**config.mk**
```make
export PLATFORM = sky130hd
export DESIGN_NAME = pdp_top
export DESIGN_NICKNAME = d
export VERILOG_FILES = /design/src/pdp_pkg.sv /design/src/pdp_sync.sv /design/src/pdp_top.sv
export SDC_FILE = /design/constraint.sdc
export NUM_CORES = 1
export LEC_CHECK = 0
export ABC_AREA = 1
export ABC_CLOCK_PERIOD_IN_PS = 13700
export BUFFER_PORTS_ARGS = -buffer_cell sky130_fd_sc_hd__buf_2
export CAP_MARGIN = 20
export CORE_ASPECT_RATIO = 0.8
export CORE_MARGIN = 1.5
export CORE_UTILIZATION = 55
export CTS_BUF_LIST = sky130_fd_sc_hd__clkbuf_2 sky130_fd_sc_hd__clkbuf_4 sky130_fd_sc_hd__clkbuf_8
export DETAILED_ROUTE_END_ITERATION = 8
export PLACE_DENSITY = 0.73
export SLEW_MARGIN = 0
export SYNTH_ARGS = -nofsm -noshare
export SYNTH_HDL_FRONTEND = slang
export SYNTH_SLANG_ARGS = --single-unit
```
**constraint.sdc**
```tcl
create_clock -name ref_clk -period 13.7 [get_ports ref_clk]
set_clock_uncertainty 0.1 [all_clocks]
set_input_delay 2.74 -clock ref_clk [delete_from_list [all_inputs] [get_ports ref_clk]]
set_output_delay 2.74 -clock ref_clk [all_outputs]
set_load 0.02 [all_outputs]
```
**src/pdp_pkg.sv**
```systemverilog
/*
  Shared constants and types of the synthesizer frequency path control:
  register offsets, reset values, field layouts, divider limits and the
  output-bus selection codes.
  Assumes a register port with 8-bit addresses and 24-bit data.
*/
package pdp_pkg;

  // ----------------------------------------------------------------
  // Register port
  // ----------------------------------------------------------------
  localparam int ADDR_W = 8;
  localparam int DATA_W = 24;

  localparam logic [7:0] OFF_REF_CFG = 8'h01;
  localparam logic [7:0] OFF_REF_DIV = 8'h03;
  localparam logic [7:0] OFF_N_RATIO = 8'h05;
  localparam logic [7:0] OFF_FRAC = 8'h06;
  localparam logic [7:0] OFF_MODE = 8'h07;
  localparam logic [7:0] OFF_STATUS = 8'h0A;
  localparam logic [7:0] OFF_GPO = 8'h1B;

  // ----------------------------------------------------------------
  // Field layouts
  // ----------------------------------------------------------------
  typedef struct packed {
    logic dsm_sin_sel;
    logic sqr_todig_en;
    logic sin_sel;
    logic div_en;
    logic square_buffer_enable;
    logic sin_buf_en;
  } pdp_ref_cfg_t;

  typedef struct packed {
    logic auto_sel;
    logic out_sel;
    logic [13:0] ratio;
  } pdp_ref_div_t;

  typedef struct packed {
    logic [2:0] data;
    logic [3:0] sel;
  } pdp_gpo_cfg_t;

  // Pins that arrive from outside the clock domain.
  typedef struct packed {
    logic vco;
    logic sq_ref;
    logic sine_reference_pin;
    logic lock_win;
    logic pfd_up;
    logic pfd_dn;
    logic ref_fast;
    logic vco_fast;
    logic pfd_strobe;
    logic aux_clk;
    logic ring_osc;
    logic [2:0] vco_le;
  } pdp_pins_t;

  localparam int PINS_W = $bits(pdp_pins_t);

  // ----------------------------------------------------------------
  // Reset values
  // ----------------------------------------------------------------
  localparam logic [5:0] REF_CFG_RST = 6'h02;
  localparam logic [15:0] REF_DIV_RST = 16'h8001;
  localparam logic [16:0] N_RATIO_RST = 17'h00064;
  localparam logic [23:0] FRAC_RST = 24'h000000;
  localparam logic [6:0] GPO_RST = 7'h00;

  // ----------------------------------------------------------------
  // Divider limits
  // ----------------------------------------------------------------
  localparam logic [13:0] REF_RATIO_ONE = 14'h0001;
  localparam logic [16:0] N_FRAC_MIN = 17'h00048;
  localparam logic [16:0] N_FRAC_MAX = 17'h1FFF6;
  localparam logic [16:0] N_INT_MIN = 17'h00040;
  localparam logic [16:0] N_INT_MAX = 17'h1FFFE;

  // ----------------------------------------------------------------
  // Output-bus selection codes
  // ----------------------------------------------------------------
  typedef enum logic [3:0] {
    GPO_DATA = 4'h0,
    GPO_PRESC = 4'h1,
    GPO_LOCK = 4'h2,
    GPO_SLIP = 4'h3,
    GPO_STROBE = 4'h4,
    GPO_ACCUM = 4'h6,
    GPO_AUX = 4'h7,
    GPO_VCO_LE = 4'h9,
    GPO_DSM = 4'hA
  } pdp_gpo_code_t;

endpackage

```
**src/pdp_sync.sv**
```systemverilog
/*
  Three-stage input synchroniser for a bus of unrelated pin levels.
  Assumes each bit is an independent level; a change is taken only once
  the second and third stages agree.
*/
`timescale 1ns/100ps
`default_nettype none
module pdp_sync
#(
  parameter int W = 1
)
(
  // Clock and reset
  input wire logic ref_clk,
  input wire logic reset_n,
  // Levels
  input wire logic [W-1:0] async_in,
  output logic [W-1:0] sync_out
);

  logic [W-1:0] st1_reg;
  logic [W-1:0] st2_reg;
  logic [W-1:0] st3_reg;

  always_ff @(posedge ref_clk or negedge reset_n)
  begin
    if (!reset_n)
    begin
      st1_reg <= '0;
      st2_reg <= '0;
      st3_reg <= '0;
    end
    else
    begin
      st1_reg <= async_in;
      st2_reg <= st1_reg;
      st3_reg <= st2_reg;
    end
  end

  // A bit moves only when two stages agree, which filters one-cycle glitches.
  always_ff @(posedge ref_clk or negedge reset_n)
  begin
    if (!reset_n)
      sync_out <= '0;
    else
      sync_out <= (st2_reg & st3_reg) | (sync_out & (st2_reg | st3_reg));
  end

endmodule
`default_nettype wire

```
**src/pdp_top.sv**
```systemverilog
/*
  Digital control of the synthesizer frequency paths: reference choice,
  14-bit reference divider with automatic or manual bypass, modulator
  clock choice, VCO-path divider with fixed divide-by-two and modulator
  driven modulus, and the three-line general purpose output bus.
  Assumes pin levels are slow against ref_clk (at least three cycles per
  level) and that software keeps the configuration it is required to.
*/
// What this block does
// - Square reference input selected after power-up.
// - Reference divider is 14 bits, 1 to 16383.
// - Automatic select overrides manual select bits.
// - Automatic, ratio two up: divided output used.
// - Automatic, ratio one: undivided reference used.
// - Manual: divider runs only with enable set.
// - Manual: output select picks divided or not.
// - Manual: divider may run while bypassed.
// - Modulator may clock from square input.
// - Fixed divide-by-two precedes modulus divider.
// - Fractional ratios even, 72 to 131062.
// - Integer ratios even, 64 to 131070.
// - Fractional ratio deviates at most four.
// - Modulator output sets modulus every cycle.
// - Three-line output bus chosen by field.
// - Output codes map to listed sources.
// - Code zero drives three-bit data field.
`timescale 1ns/100ps
`default_nettype none
module pdp_top
  import pdp_pkg::*;
(
  // Clock and reset
  input wire logic ref_clk,
  input wire logic reset_n,
  // Register port
  input wire logic [ADDR_W-1:0] reg_addr,
  input wire logic [DATA_W-1:0] reg_wdata,
  input wire logic reg_wr,
  input wire logic reg_rd,
  output logic [DATA_W-1:0] reg_rdata,
  // Pin levels
  input wire pdp_pins_t pins,
  // Analog buffer controls
  output logic sin_buf_en,
  output logic square_buffer_enable,
  // Phase detector inputs
  output logic pfd_ref_pulse,
  output logic pfd_vco_pulse,
  // General purpose output bus
  output logic [2:0] gpo_out
);

  // ----------------------------------------------------------------
  // Registers
  // ----------------------------------------------------------------
  pdp_ref_cfg_t ref_cfg_reg;
  pdp_ref_div_t ref_div_reg;
  pdp_gpo_cfg_t gpo_cfg_reg;
  logic [16:0] n_ratio_reg;
  logic [23:0] frac_reg;
  logic frac_mode_reg;
  logic [DATA_W-1:0] status;

  logic wr_ref_cfg;
  logic wr_ref_div;
  logic wr_frac;

  assign wr_ref_cfg = reg_wr && (reg_addr == OFF_REF_CFG);
  assign wr_ref_div = reg_wr && (reg_addr == OFF_REF_DIV);
  assign wr_frac = reg_wr && (reg_addr == OFF_FRAC);

  always_ff @(posedge ref_clk or negedge reset_n)
  begin
    if (!reset_n)
    begin
      ref_cfg_reg <= REF_CFG_RST;
      ref_div_reg <= REF_DIV_RST;
      gpo_cfg_reg <= GPO_RST;
      n_ratio_reg <= N_RATIO_RST;
      frac_reg <= FRAC_RST;
      frac_mode_reg <= 1'b0;
    end
    else if (reg_wr)
    begin
      if (wr_ref_cfg)
        ref_cfg_reg <= reg_wdata[$bits(pdp_ref_cfg_t)-1:0];
      if (wr_ref_div)
        ref_div_reg <= reg_wdata[15:0];
      if (reg_addr == OFF_N_RATIO)
        n_ratio_reg <= reg_wdata[16:0];
      if (wr_frac)
        frac_reg <= reg_wdata;
      if (reg_addr == OFF_MODE)
        frac_mode_reg <= reg_wdata[0];
      if (reg_addr == OFF_GPO)
        gpo_cfg_reg <= reg_wdata[6:0];
    end
  end

  assign sin_buf_en = ref_cfg_reg.sin_buf_en;
  assign square_buffer_enable = ref_cfg_reg.square_buffer_enable;

  // Read data stand in the cycle after the strobe only.
  always_ff @(posedge ref_clk or negedge reset_n)
  begin
    if (!reset_n)
      reg_rdata <= '0;
    else if (!reg_rd)
      reg_rdata <= '0;
    else
    begin
      unique case (reg_addr)
        OFF_REF_CFG: reg_rdata <= DATA_W'(ref_cfg_reg);
        OFF_REF_DIV: reg_rdata <= DATA_W'(ref_div_reg);
        OFF_N_RATIO: reg_rdata <= DATA_W'(n_ratio_reg);
        OFF_FRAC: reg_rdata <= frac_reg;
        OFF_MODE: reg_rdata <= DATA_W'(frac_mode_reg);
        OFF_STATUS: reg_rdata <= status;
        OFF_GPO: reg_rdata <= DATA_W'(gpo_cfg_reg);
        default: reg_rdata <= '0;
      endcase
    end
  end

  // ----------------------------------------------------------------
  // Pin synchronisation and edges
  // ----------------------------------------------------------------
  pdp_pins_t pin_s;
  pdp_pins_t pin_prev_reg;
  pdp_pins_t pin_rise;

  pdp_sync #(.W(PINS_W)) u_sync
  (
    .ref_clk(ref_clk),
    .reset_n(reset_n),
    .async_in(pins),
    .sync_out(pin_s)
  );

  always_ff @(posedge ref_clk or negedge reset_n)
  begin
    if (!reset_n)
      pin_prev_reg <= '0;
    else
      pin_prev_reg <= pin_s;
  end

  assign pin_rise = pin_s & ~pin_prev_reg;

  // ----------------------------------------------------------------
  // Reference selection and divider
  // ----------------------------------------------------------------
  logic ref_edge;
  logic [13:0] ratio_eff;
  logic ratio_big;
  logic div_run;
  logic route_div;
  logic [13:0] rdiv_cnt_reg;
  logic rdiv_tick;
  logic rdiv_lvl_reg;

  // sine needs sine buffer and mux
  assign ref_edge = ref_cfg_reg.sin_sel
    ? (ref_cfg_reg.sin_buf_en && pin_rise.sine_reference_pin)
    : (ref_cfg_reg.square_buffer_enable && pin_rise.sq_ref);

  assign ratio_eff = (ref_div_reg.ratio == '0) ? REF_RATIO_ONE : ref_div_reg.ratio;
  assign ratio_big = ratio_eff != REF_RATIO_ONE;

  assign div_run = ref_div_reg.auto_sel ? ratio_big : ref_cfg_reg.div_en;
  assign route_div = ref_div_reg.auto_sel ? ratio_big : ref_div_reg.out_sel;
  assign rdiv_tick = div_run && ref_edge && (rdiv_cnt_reg == ratio_eff - 14'h0001);

  always_ff @(posedge ref_clk or negedge reset_n)
  begin
    if (!reset_n)
      rdiv_cnt_reg <= '0;
    else if (!div_run || wr_ref_div)
      rdiv_cnt_reg <= '0;
    else if (rdiv_tick)
      rdiv_cnt_reg <= '0;
    else if (ref_edge)
      rdiv_cnt_reg <= rdiv_cnt_reg + 14'h0001;
  end

  always_ff @(posedge ref_clk or negedge reset_n)
  begin
    if (!reset_n)
      rdiv_lvl_reg <= 1'b0;
    else if (!div_run)
      rdiv_lvl_reg <= 1'b0;
    else if (rdiv_tick)
      rdiv_lvl_reg <= ~rdiv_lvl_reg;
  end

  always_ff @(posedge ref_clk or negedge reset_n)
  begin
    if (!reset_n)
      pfd_ref_pulse <= 1'b0;
    else
      pfd_ref_pulse <= route_div ? rdiv_tick : ref_edge;
  end

  // ----------------------------------------------------------------
  // Delta-sigma modulator
  // ----------------------------------------------------------------
  logic dsm_edge;
  logic frac_pend_reg;
  logic frac_strobe_reg;
  logic [23:0] frac_act_reg;
  logic [23:0] acc1_reg;
  logic [23:0] acc2_reg;
  logic [24:0] acc1_sum;
  logic [24:0] acc2_sum;
  logic c2_prev_reg;
  logic signed [2:0] dsm_out_reg;

  assign dsm_edge = (ref_cfg_reg.sqr_todig_en && !ref_cfg_reg.dsm_sin_sel) ? pin_rise.sq_ref
    : ref_cfg_reg.dsm_sin_sel ? pin_rise.sine_reference_pin : pfd_ref_pulse;

  // A new fraction waits for a modulator edge; a write in that cycle wins.
  always_ff @(posedge ref_clk or negedge reset_n)
  begin
    if (!reset_n)
    begin
      frac_pend_reg <= 1'b0;
      frac_strobe_reg <= 1'b0;
      frac_act_reg <= FRAC_RST;
    end
    else
    begin
      frac_strobe_reg <= frac_pend_reg && dsm_edge && !wr_frac;
      if (wr_frac)
        frac_pend_reg <= 1'b1;
      else if (dsm_edge)
        frac_pend_reg <= 1'b0;
      if (frac_pend_reg && dsm_edge && !wr_frac)
        frac_act_reg <= frac_reg;
    end
  end

  assign acc1_sum = {1'b0, acc1_reg} + {1'b0, frac_act_reg};
  assign acc2_sum = {1'b0, acc2_reg} + {1'b0, acc1_sum[23:0]};

  // Two cascaded first-order stages keep the output within -1 to +2.
  // bounded deviation
  always_ff @(posedge ref_clk or negedge reset_n)
  begin
    if (!reset_n)
    begin
      acc1_reg <= '0;
      acc2_reg <= '0;
      c2_prev_reg <= 1'b0;
      dsm_out_reg <= '0;
    end
    else if (!frac_mode_reg)
    begin
      acc1_reg <= '0;
      acc2_reg <= '0;
      c2_prev_reg <= 1'b0;
      dsm_out_reg <= '0;
    end
    else if (dsm_edge)
    begin
      acc1_reg <= acc1_sum[23:0];
      acc2_reg <= acc2_sum[23:0];
      c2_prev_reg <= acc2_sum[24];
      dsm_out_reg <= 3'($signed({2'b00, acc1_sum[24]}) + $signed({2'b00, acc2_sum[24]})
        - $signed({2'b00, c2_prev_reg}));
    end
  end

  // ----------------------------------------------------------------
  // VCO-path divider
  // ----------------------------------------------------------------
  logic [16:0] n_lim;
  logic n_clamped;
  logic pre2_reg;
  logic pre2_edge;
  logic [15:0] mmd_cnt_reg;
  logic [15:0] modulus;
  logic presc_lvl_reg;

  always_comb
  begin
    n_lim = {n_ratio_reg[16:1], 1'b0};
    n_clamped = 1'b0;
    if (frac_mode_reg && n_lim < N_FRAC_MIN)
    begin
      n_lim = N_FRAC_MIN;
      n_clamped = 1'b1;
    end
    else if (frac_mode_reg && n_lim > N_FRAC_MAX)
    begin
      n_lim = N_FRAC_MAX;
      n_clamped = 1'b1;
    end
    else if (!frac_mode_reg && n_lim < N_INT_MIN)
    begin
      n_lim = N_INT_MIN;
      n_clamped = 1'b1;
    end
  end

  always_ff @(posedge ref_clk or negedge reset_n)
  begin
    if (!reset_n)
      pre2_reg <= 1'b0;
    else if (pin_rise.vco)
      pre2_reg <= ~pre2_reg;
  end

  assign pre2_edge = pin_rise.vco && !pre2_reg;

  assign modulus = n_lim[16:1] + {{13{dsm_out_reg[2]}}, dsm_out_reg};

  always_ff @(posedge ref_clk or negedge reset_n)
  begin
    if (!reset_n)
    begin
      mmd_cnt_reg <= '0;
      pfd_vco_pulse <= 1'b0;
      presc_lvl_reg <= 1'b0;
    end
    else
    begin
      pfd_vco_pulse <= pre2_edge && (mmd_cnt_reg == '0);
      if (pre2_edge)
      begin
        if (mmd_cnt_reg == '0)
        begin
          mmd_cnt_reg <= modulus - 16'h0001;
          presc_lvl_reg <= ~presc_lvl_reg;
        end
        else
          mmd_cnt_reg <= mmd_cnt_reg - 16'h0001;
      end
    end
  end

  assign status = DATA_W'({n_clamped, ref_cfg_reg.sin_sel, route_div, div_run});

  // ----------------------------------------------------------------
  // General purpose output bus
  // ----------------------------------------------------------------
  // three-line bus
  always_ff @(posedge ref_clk or negedge reset_n)
  begin
    if (!reset_n)
      gpo_out <= '0;
    else
    begin
      unique case (gpo_cfg_reg.sel)
        GPO_DATA: gpo_out <= gpo_cfg_reg.data;
        GPO_PRESC: gpo_out <= {pin_s.sq_ref, rdiv_lvl_reg, presc_lvl_reg};
        GPO_LOCK: gpo_out <= {pin_s.pfd_up, pin_s.pfd_dn, pin_s.lock_win};
        GPO_SLIP: gpo_out <= {pin_s.ref_fast, pin_s.vco_fast, pin_s.pfd_strobe};
        GPO_STROBE: gpo_out <= {pin_s.sine_reference_pin, rdiv_lvl_reg, frac_strobe_reg};
        GPO_ACCUM: gpo_out <= acc1_reg[23:21];
        GPO_AUX: gpo_out <= {pin_s.aux_clk, pin_s.ring_osc, dsm_edge};
        GPO_VCO_LE: gpo_out <= pin_s.vco_le;
        GPO_DSM: gpo_out <= dsm_out_reg;
        default: gpo_out <= 3'h0;
      endcase
    end
  end

endmodule
`default_nettype wire

```
== Word level (Yosys, flattened, before mapping) ==
Cells that the tools add are included.

* Add/subtract/negate cells: 9
* Magnitude comparators: 3
* Equality and inequality tests: 19
* Multiplexer cells: 32
* Bitwise logic cells: 9
* Reduce and logical (&&, ||, !) cells: 33

{| class="wikitable"
|+ Operators by type and width
! operator !! count
|-
| $pmux 24 s7 || 1
|-
| $mux 24 || 5
|-
| $mux 14 || 4
|-
| $mux 17 || 3
|-
| $add 24x24->25 || 2
|-
| $and 14x14->14 || 3
|-
| $lt 17x7->1 const B || 2
|-
| $sub 16x1->16 const B || 2
|-
| $or 14x14->14 || 2
|-
| $pmux 3 s9 || 1
|-
| $eq 8x3->1 const B || 3
|-
| $gt 17x17->1 const B || 1
|-
| $add 16x16->16 || 1
|-
| $logic_not 16->1 || 1
|-
| $mux 16 || 1
|-
| $logic_and 1x1->1 || 15
|-
| $mux 1 || 15
|-
| $add 14x1->14 const B || 1
|-
| $eq 14x14->1 || 1
|-
| $logic_not 14->1 || 1
|-
| $ne 14x1->1 const B || 1
|-
| $not 14->14 || 1
|-
| $reduce_and 2->1 || 7
|-
| $sub 14x1->14 const B || 1
|-
| 18 further kinds || 30
|}

* Bits in registers: 281
* Output and inout bits: 31
* Logic and storage cells: 151

== Longest topological paths before layout ==
* Word-level depth: 8
* Depth in mapped cells: 27
* Depth with buffers taken out: 27

== By module ==
Synthesis repeated with hierarchy kept, for this count alone.

* Cells, all modules: 1905
* Area total of the unflattened synthesis: 15180.8 um^2

{| class="wikitable"
|+ Modules (own cells, without submodules)
! module !! times used !! cells each !! area each (um^2) !! sequential area each (um^2)
|-
| pdp_top || 1 || 1793 || 13551.7 || 5362.6
|-
| pdp_sync || 1 || 112 || 1629.1 || 1401.3
|}

== Worst setup path before layout ==
Ideal clock, no wire load.

* Path type: flip-flop to flip-flop
* Start: register frac_act_reg[0]
* End: register dsm_out_reg[1]
* Library setup time: 0.082 ns
* Arrival time: 4.168 ns
* Setup slack: 9.350 ns
* Stages on the path, launching flop included: 26
* Path buffers: 0
* Period minus slack after synthesis: 4.350 ns
* Cells stage by stage: dfrtp_1 > ha_1 > fa_1 > nand3_1 > nand2_1 > a21oi_1 > inv_1 > a21oi_1 > o21ai_0 > or2_2 > and2_1 > ha_1 > nand2_1 > o21ai_0 > a21oi_1 > nand3_1 > nand3_1 > nand3_1 > a21o_1 > inv_1 > ha_1 > inv_1 > ha_1 > inv_1 > ha_1 > o22ai_1

* Longest elaborated chain between the ends: 6

{| class="wikitable"
|+ RTL lines
! what !! line !! source
|-
| from (decl) || pdp_top.sv:210 || <nowiki>logic [23:0] frac_act_reg;</nowiki>
|-
| from (signal assigned) || pdp_top.sv:238 || <nowiki>frac_act_reg <= frac_reg;</nowiki>
|-
| $add 24x24->25 * || pdp_top.sv:242 || <nowiki>assign acc1_sum = {1'b0, acc1_reg} + {1'b0, frac_act_reg};</nowiki>
|-
| $add 24x24->25 || pdp_top.sv:243 || <nowiki>assign acc2_sum = {1'b0, acc2_reg} + {1'b0, acc1_sum[23:0]};</nowiki>
|-
| $add 1x1->2 * || pdp_top.sv:268 || <nowiki>dsm_out_reg <= 3'($signed({2'b00, acc1_sum[24]}) + $signed({2'b00, acc2_sum[24]})</nowiki>
|-
| $sub 2x1->3 * || pdp_top.sv:269 || <nowiki>- $signed({2'b00, c2_prev_reg}));</nowiki>
|-
| $mux 3 * || pdp_top.sv:263 || <nowiki>else if (dsm_edge)</nowiki>
|-
| $mux 3 * || pdp_top.sv:256 || <nowiki>else if (!frac_mode_reg)</nowiki>
|-
| to (signal assigned) || pdp_top.sv:268 ||
|-
| to (decl) || pdp_top.sv:216 || <nowiki>logic signed [2:0] dsm_out_reg;</nowiki>
|}

Every way passes the cells marked *; elsewhere a longest branch is shown, timed or not. The select of a mux whose other input is x is not followed.
A chain may end at the register's enable or synchronous reset.

== Worst setup path after layout ==
Same ends and word-level chain as after synthesis.

==> run metrics <==
worst skew pair latency=just under 600 ps; die height=151 um; footprint of the multi-input gates=~7200 um^2; CP Capture Type=flip-flop; pwr dens=between 100 and 150 nW/um^2; fin crit period=just over 5000 ps; CTS buffer count=44; fmax=between 150 and 200 MHz; Synth top area share=0.440; synthesized cell area=around 15,000 um^2; max-cap violation count=0; antenna violations before repair=0; Detail Route Antenna Nets=0; wire length of the first global-routing pass=~63,000 um; nets@finish=a little over 2,000; Switching Share=0.346; routed vias=about 13,000; area grow syn2layout=11.5%; RSZ-0062 raised after global routing=no; CP required=~14,000 ps; metal3 WL=2630 um; io pins=81; Total Neg Setup Slack=0 ps; First DRT Iteration DRCs=1,016; antenna cell count=0; Synth Area in XOR/XNOR=0.0307; Pint=1.50 mW; final hold vios=0; Register Area=roughly 6800 um^2; DRC=0; largest family of logic cells by synthesized area=simple AND/OR/NAND/NOR gates; wire length per cell=16.5 um; Post-Syn Instances=around 1,800; CTS Buffer Depth=3; root buffer cell=clkbuf_8; fill count=around 2,300; Slew Limit Fails=0; row cnt=53; Worst Path Arrival=5490 ps; Die Wd=approximately 190 um; startpoint types=flip-flop; commonest cells after routing, fill and taps aside=nand2_1, dfrtp_1, inv_1; final worst-path cycle share=0.372; largest net degree at the start of global routing=about 170; final HPWL from detailed placement=roughly 29,000 um; Synth Area in Adders=0.0841; Seq/Total Area, Yosys=0.450; H-tree levels=2; ys flop type=dfrtp_1; Setup violations, final=0; Clock Sink Count=270; routed wl met2=between 15,000 and 20,000 um; leak pwr=between 8 and 9 nW; multiplexer share of the synthesized area=0.000666; commonest non-fill, non-tap cell in the layout=nand2_1; cell depth of the worst min-delay path=0; Post-Synth Simple-Gate Area=0.213; gr ovfl total=0; Worst slew margin=0.364; switching pwr=between 0.7 and 0.8 mW; actual slew at the worst max-slew pin=~950 ps; status=finished, final reports clean; FF+latch count, synth=270; Core ar.=roughly 27,000 um^2; vias in the first global route=approximately 12,000; Synth Net Count=around 2,000; worst min-delay path class=flip-flop to flip-flop; Synth area leader=dfrtp_1; WS Path Type=flip-flop to flip-flop; layout cells sized above 1=0.109; EDFF count, synth=0; first-pass iteration count of the detailed router=5; CP Max Fanout=7; Syn. warnings=0; CTS tree=yes; Worst VDD drop=roughly 0.11 mV; CTS Hold Bufs=0; Hold Worst Slack=~250 ps; total global-route track usage=0.280; r2r worst-path depth=25; CTS resizes=0; clock slew at reported path FFs=60 ps; WL met1=approximately 19,000 um; die footprint=28,300 um^2; combinational power share=0.251; GPL Wtd Cong=0.946; Synth cell types=between 50 and 60; share of total power in sequential cells=0.414; most area-consuming cells after synthesis=dfrtp_1, nand2_1, ha_1; highest metal used=met4; ys async rst share=1.00; post-synthesis compound-gate area fraction=0.149; Post CTS Setup Buffer Count=0; PortBufs=80; Synth Area per Inst=8.16 um^2; Initial Util=0.566; clock power share=0.334; final WL=38,400 um; vias per cell=5.53
[area by class of cell]
type                       instances  area share
multi-input combinational       1290       0.429
clock buffer                      69      0.0518
clock inverter                     9     0.00605
sequential                       270       0.404
timing repair buffer              85      0.0275
inverter                         246      0.0551
tap                              357      0.0267
[power groups by stage]
stage	Combinational [mW]	Sequential [mW]	Clock, mW
CTS	0.571	0.949	0.781
global placement	0.554	0.960	0
floorplan	0.416	0.939	0
finish	0.577	0.950	0.767
global route	0.659	0.960	0.815
detailed placement	0.567	0.961	0
[stage by stage]
step	setup WS, ps	std cells	cell area, um^2	utilization	total power, mW
global route	8250	2326	16800	0.632	2.43
detailed placement	8150	2248	15800	0.595	1.53
floorplan	9350	1841	15000	-	1.35
global placement	8290	2248	15800	0.595	1.51
CTS	8670	2326	16800	0.632	2.30
finish	8610	2326	16800	0.632	2.29
[cell families (layout without fill, tap and decap cells)]
kind of cell / after synthesis / count (layout)
compound gates: 391 / 391
xor+xnor: 51 / 51
fa+ha+maj: 102 / 102
buf+inv: 281 / 409
flops: 270 / 270
mux: 1 / 1
simple gates: 745 / 745
[per-layer routing]
layer	GRT usage	vias to the layer above
li1	-	6293
met1	0.429	6051
met2	0.411	452
met3	0.0422	62
met4	0.0788	0
met5	0	-
[worst paths after layout]
check | slack, ps | startpoint | end
min in group asynchronous | 2110 | reset_n | mmd_cnt_reg[10]
worst min register to register | 250 | u_sync.st1_reg[4] | u_sync.st2_reg[4]
max in group asynchronous | 10050 | reset_n | reg_rdata[17]
worst min-delay path | 250 | u_sync.st1_reg[4] | u_sync.st2_reg[4]
worst max register to register | 8610 | frac_act_reg[0] | dsm_out_reg[1]
worst max-delay path | 8610 | frac_act_reg[0] | dsm_out_reg[1]
[critical path, stage by stage, from the launching register on]
cell	delay, ps
dfrtp_1	390
ha_1	310
fa_1	440
nand3_1	80
nand2_1	90
a21oi_1	280
inv_1	70
a21oi_1	200
o21ai_0	140
or2_2	300
and2_1	180
ha_1	400
nand2_1	100
o21ai_0	290
a21oi_1	110
nand3_1	170
nand3_1	90
nand3_1	120
a21o_1	180
inv_1	60
ha_1	260
inv_1	60
ha_1	130
inv_1	40
ha_1	260
o22ai_1	150
[Yosys cell counts, drive strengths merged (2+ instances only)]
cell and count:
a211oi 4, a21boi 5, a21o 13, a21oi 101
a221oi 13, a22o 14, a22oi 5, a2bb2oi 2
a31oi 7, a32o 3, and2 4, buf 8
clkbuf 27, clkinv 2, dfrtp 264, dfstp 6
fa 3, ha 85, inv 244, maj3 14
nand2 418, nand3 94, nand3b 2, nand4 19
nor2 160, nor3 28, nor3b 2, nor4 4
o2111ai 2, o211ai 5, o21ai 185, o21bai 10
o22ai 17, o31ai 2, or2 12, xnor2 12
xor2 38
No activity file was read; power rests on OpenSTA's default activity.
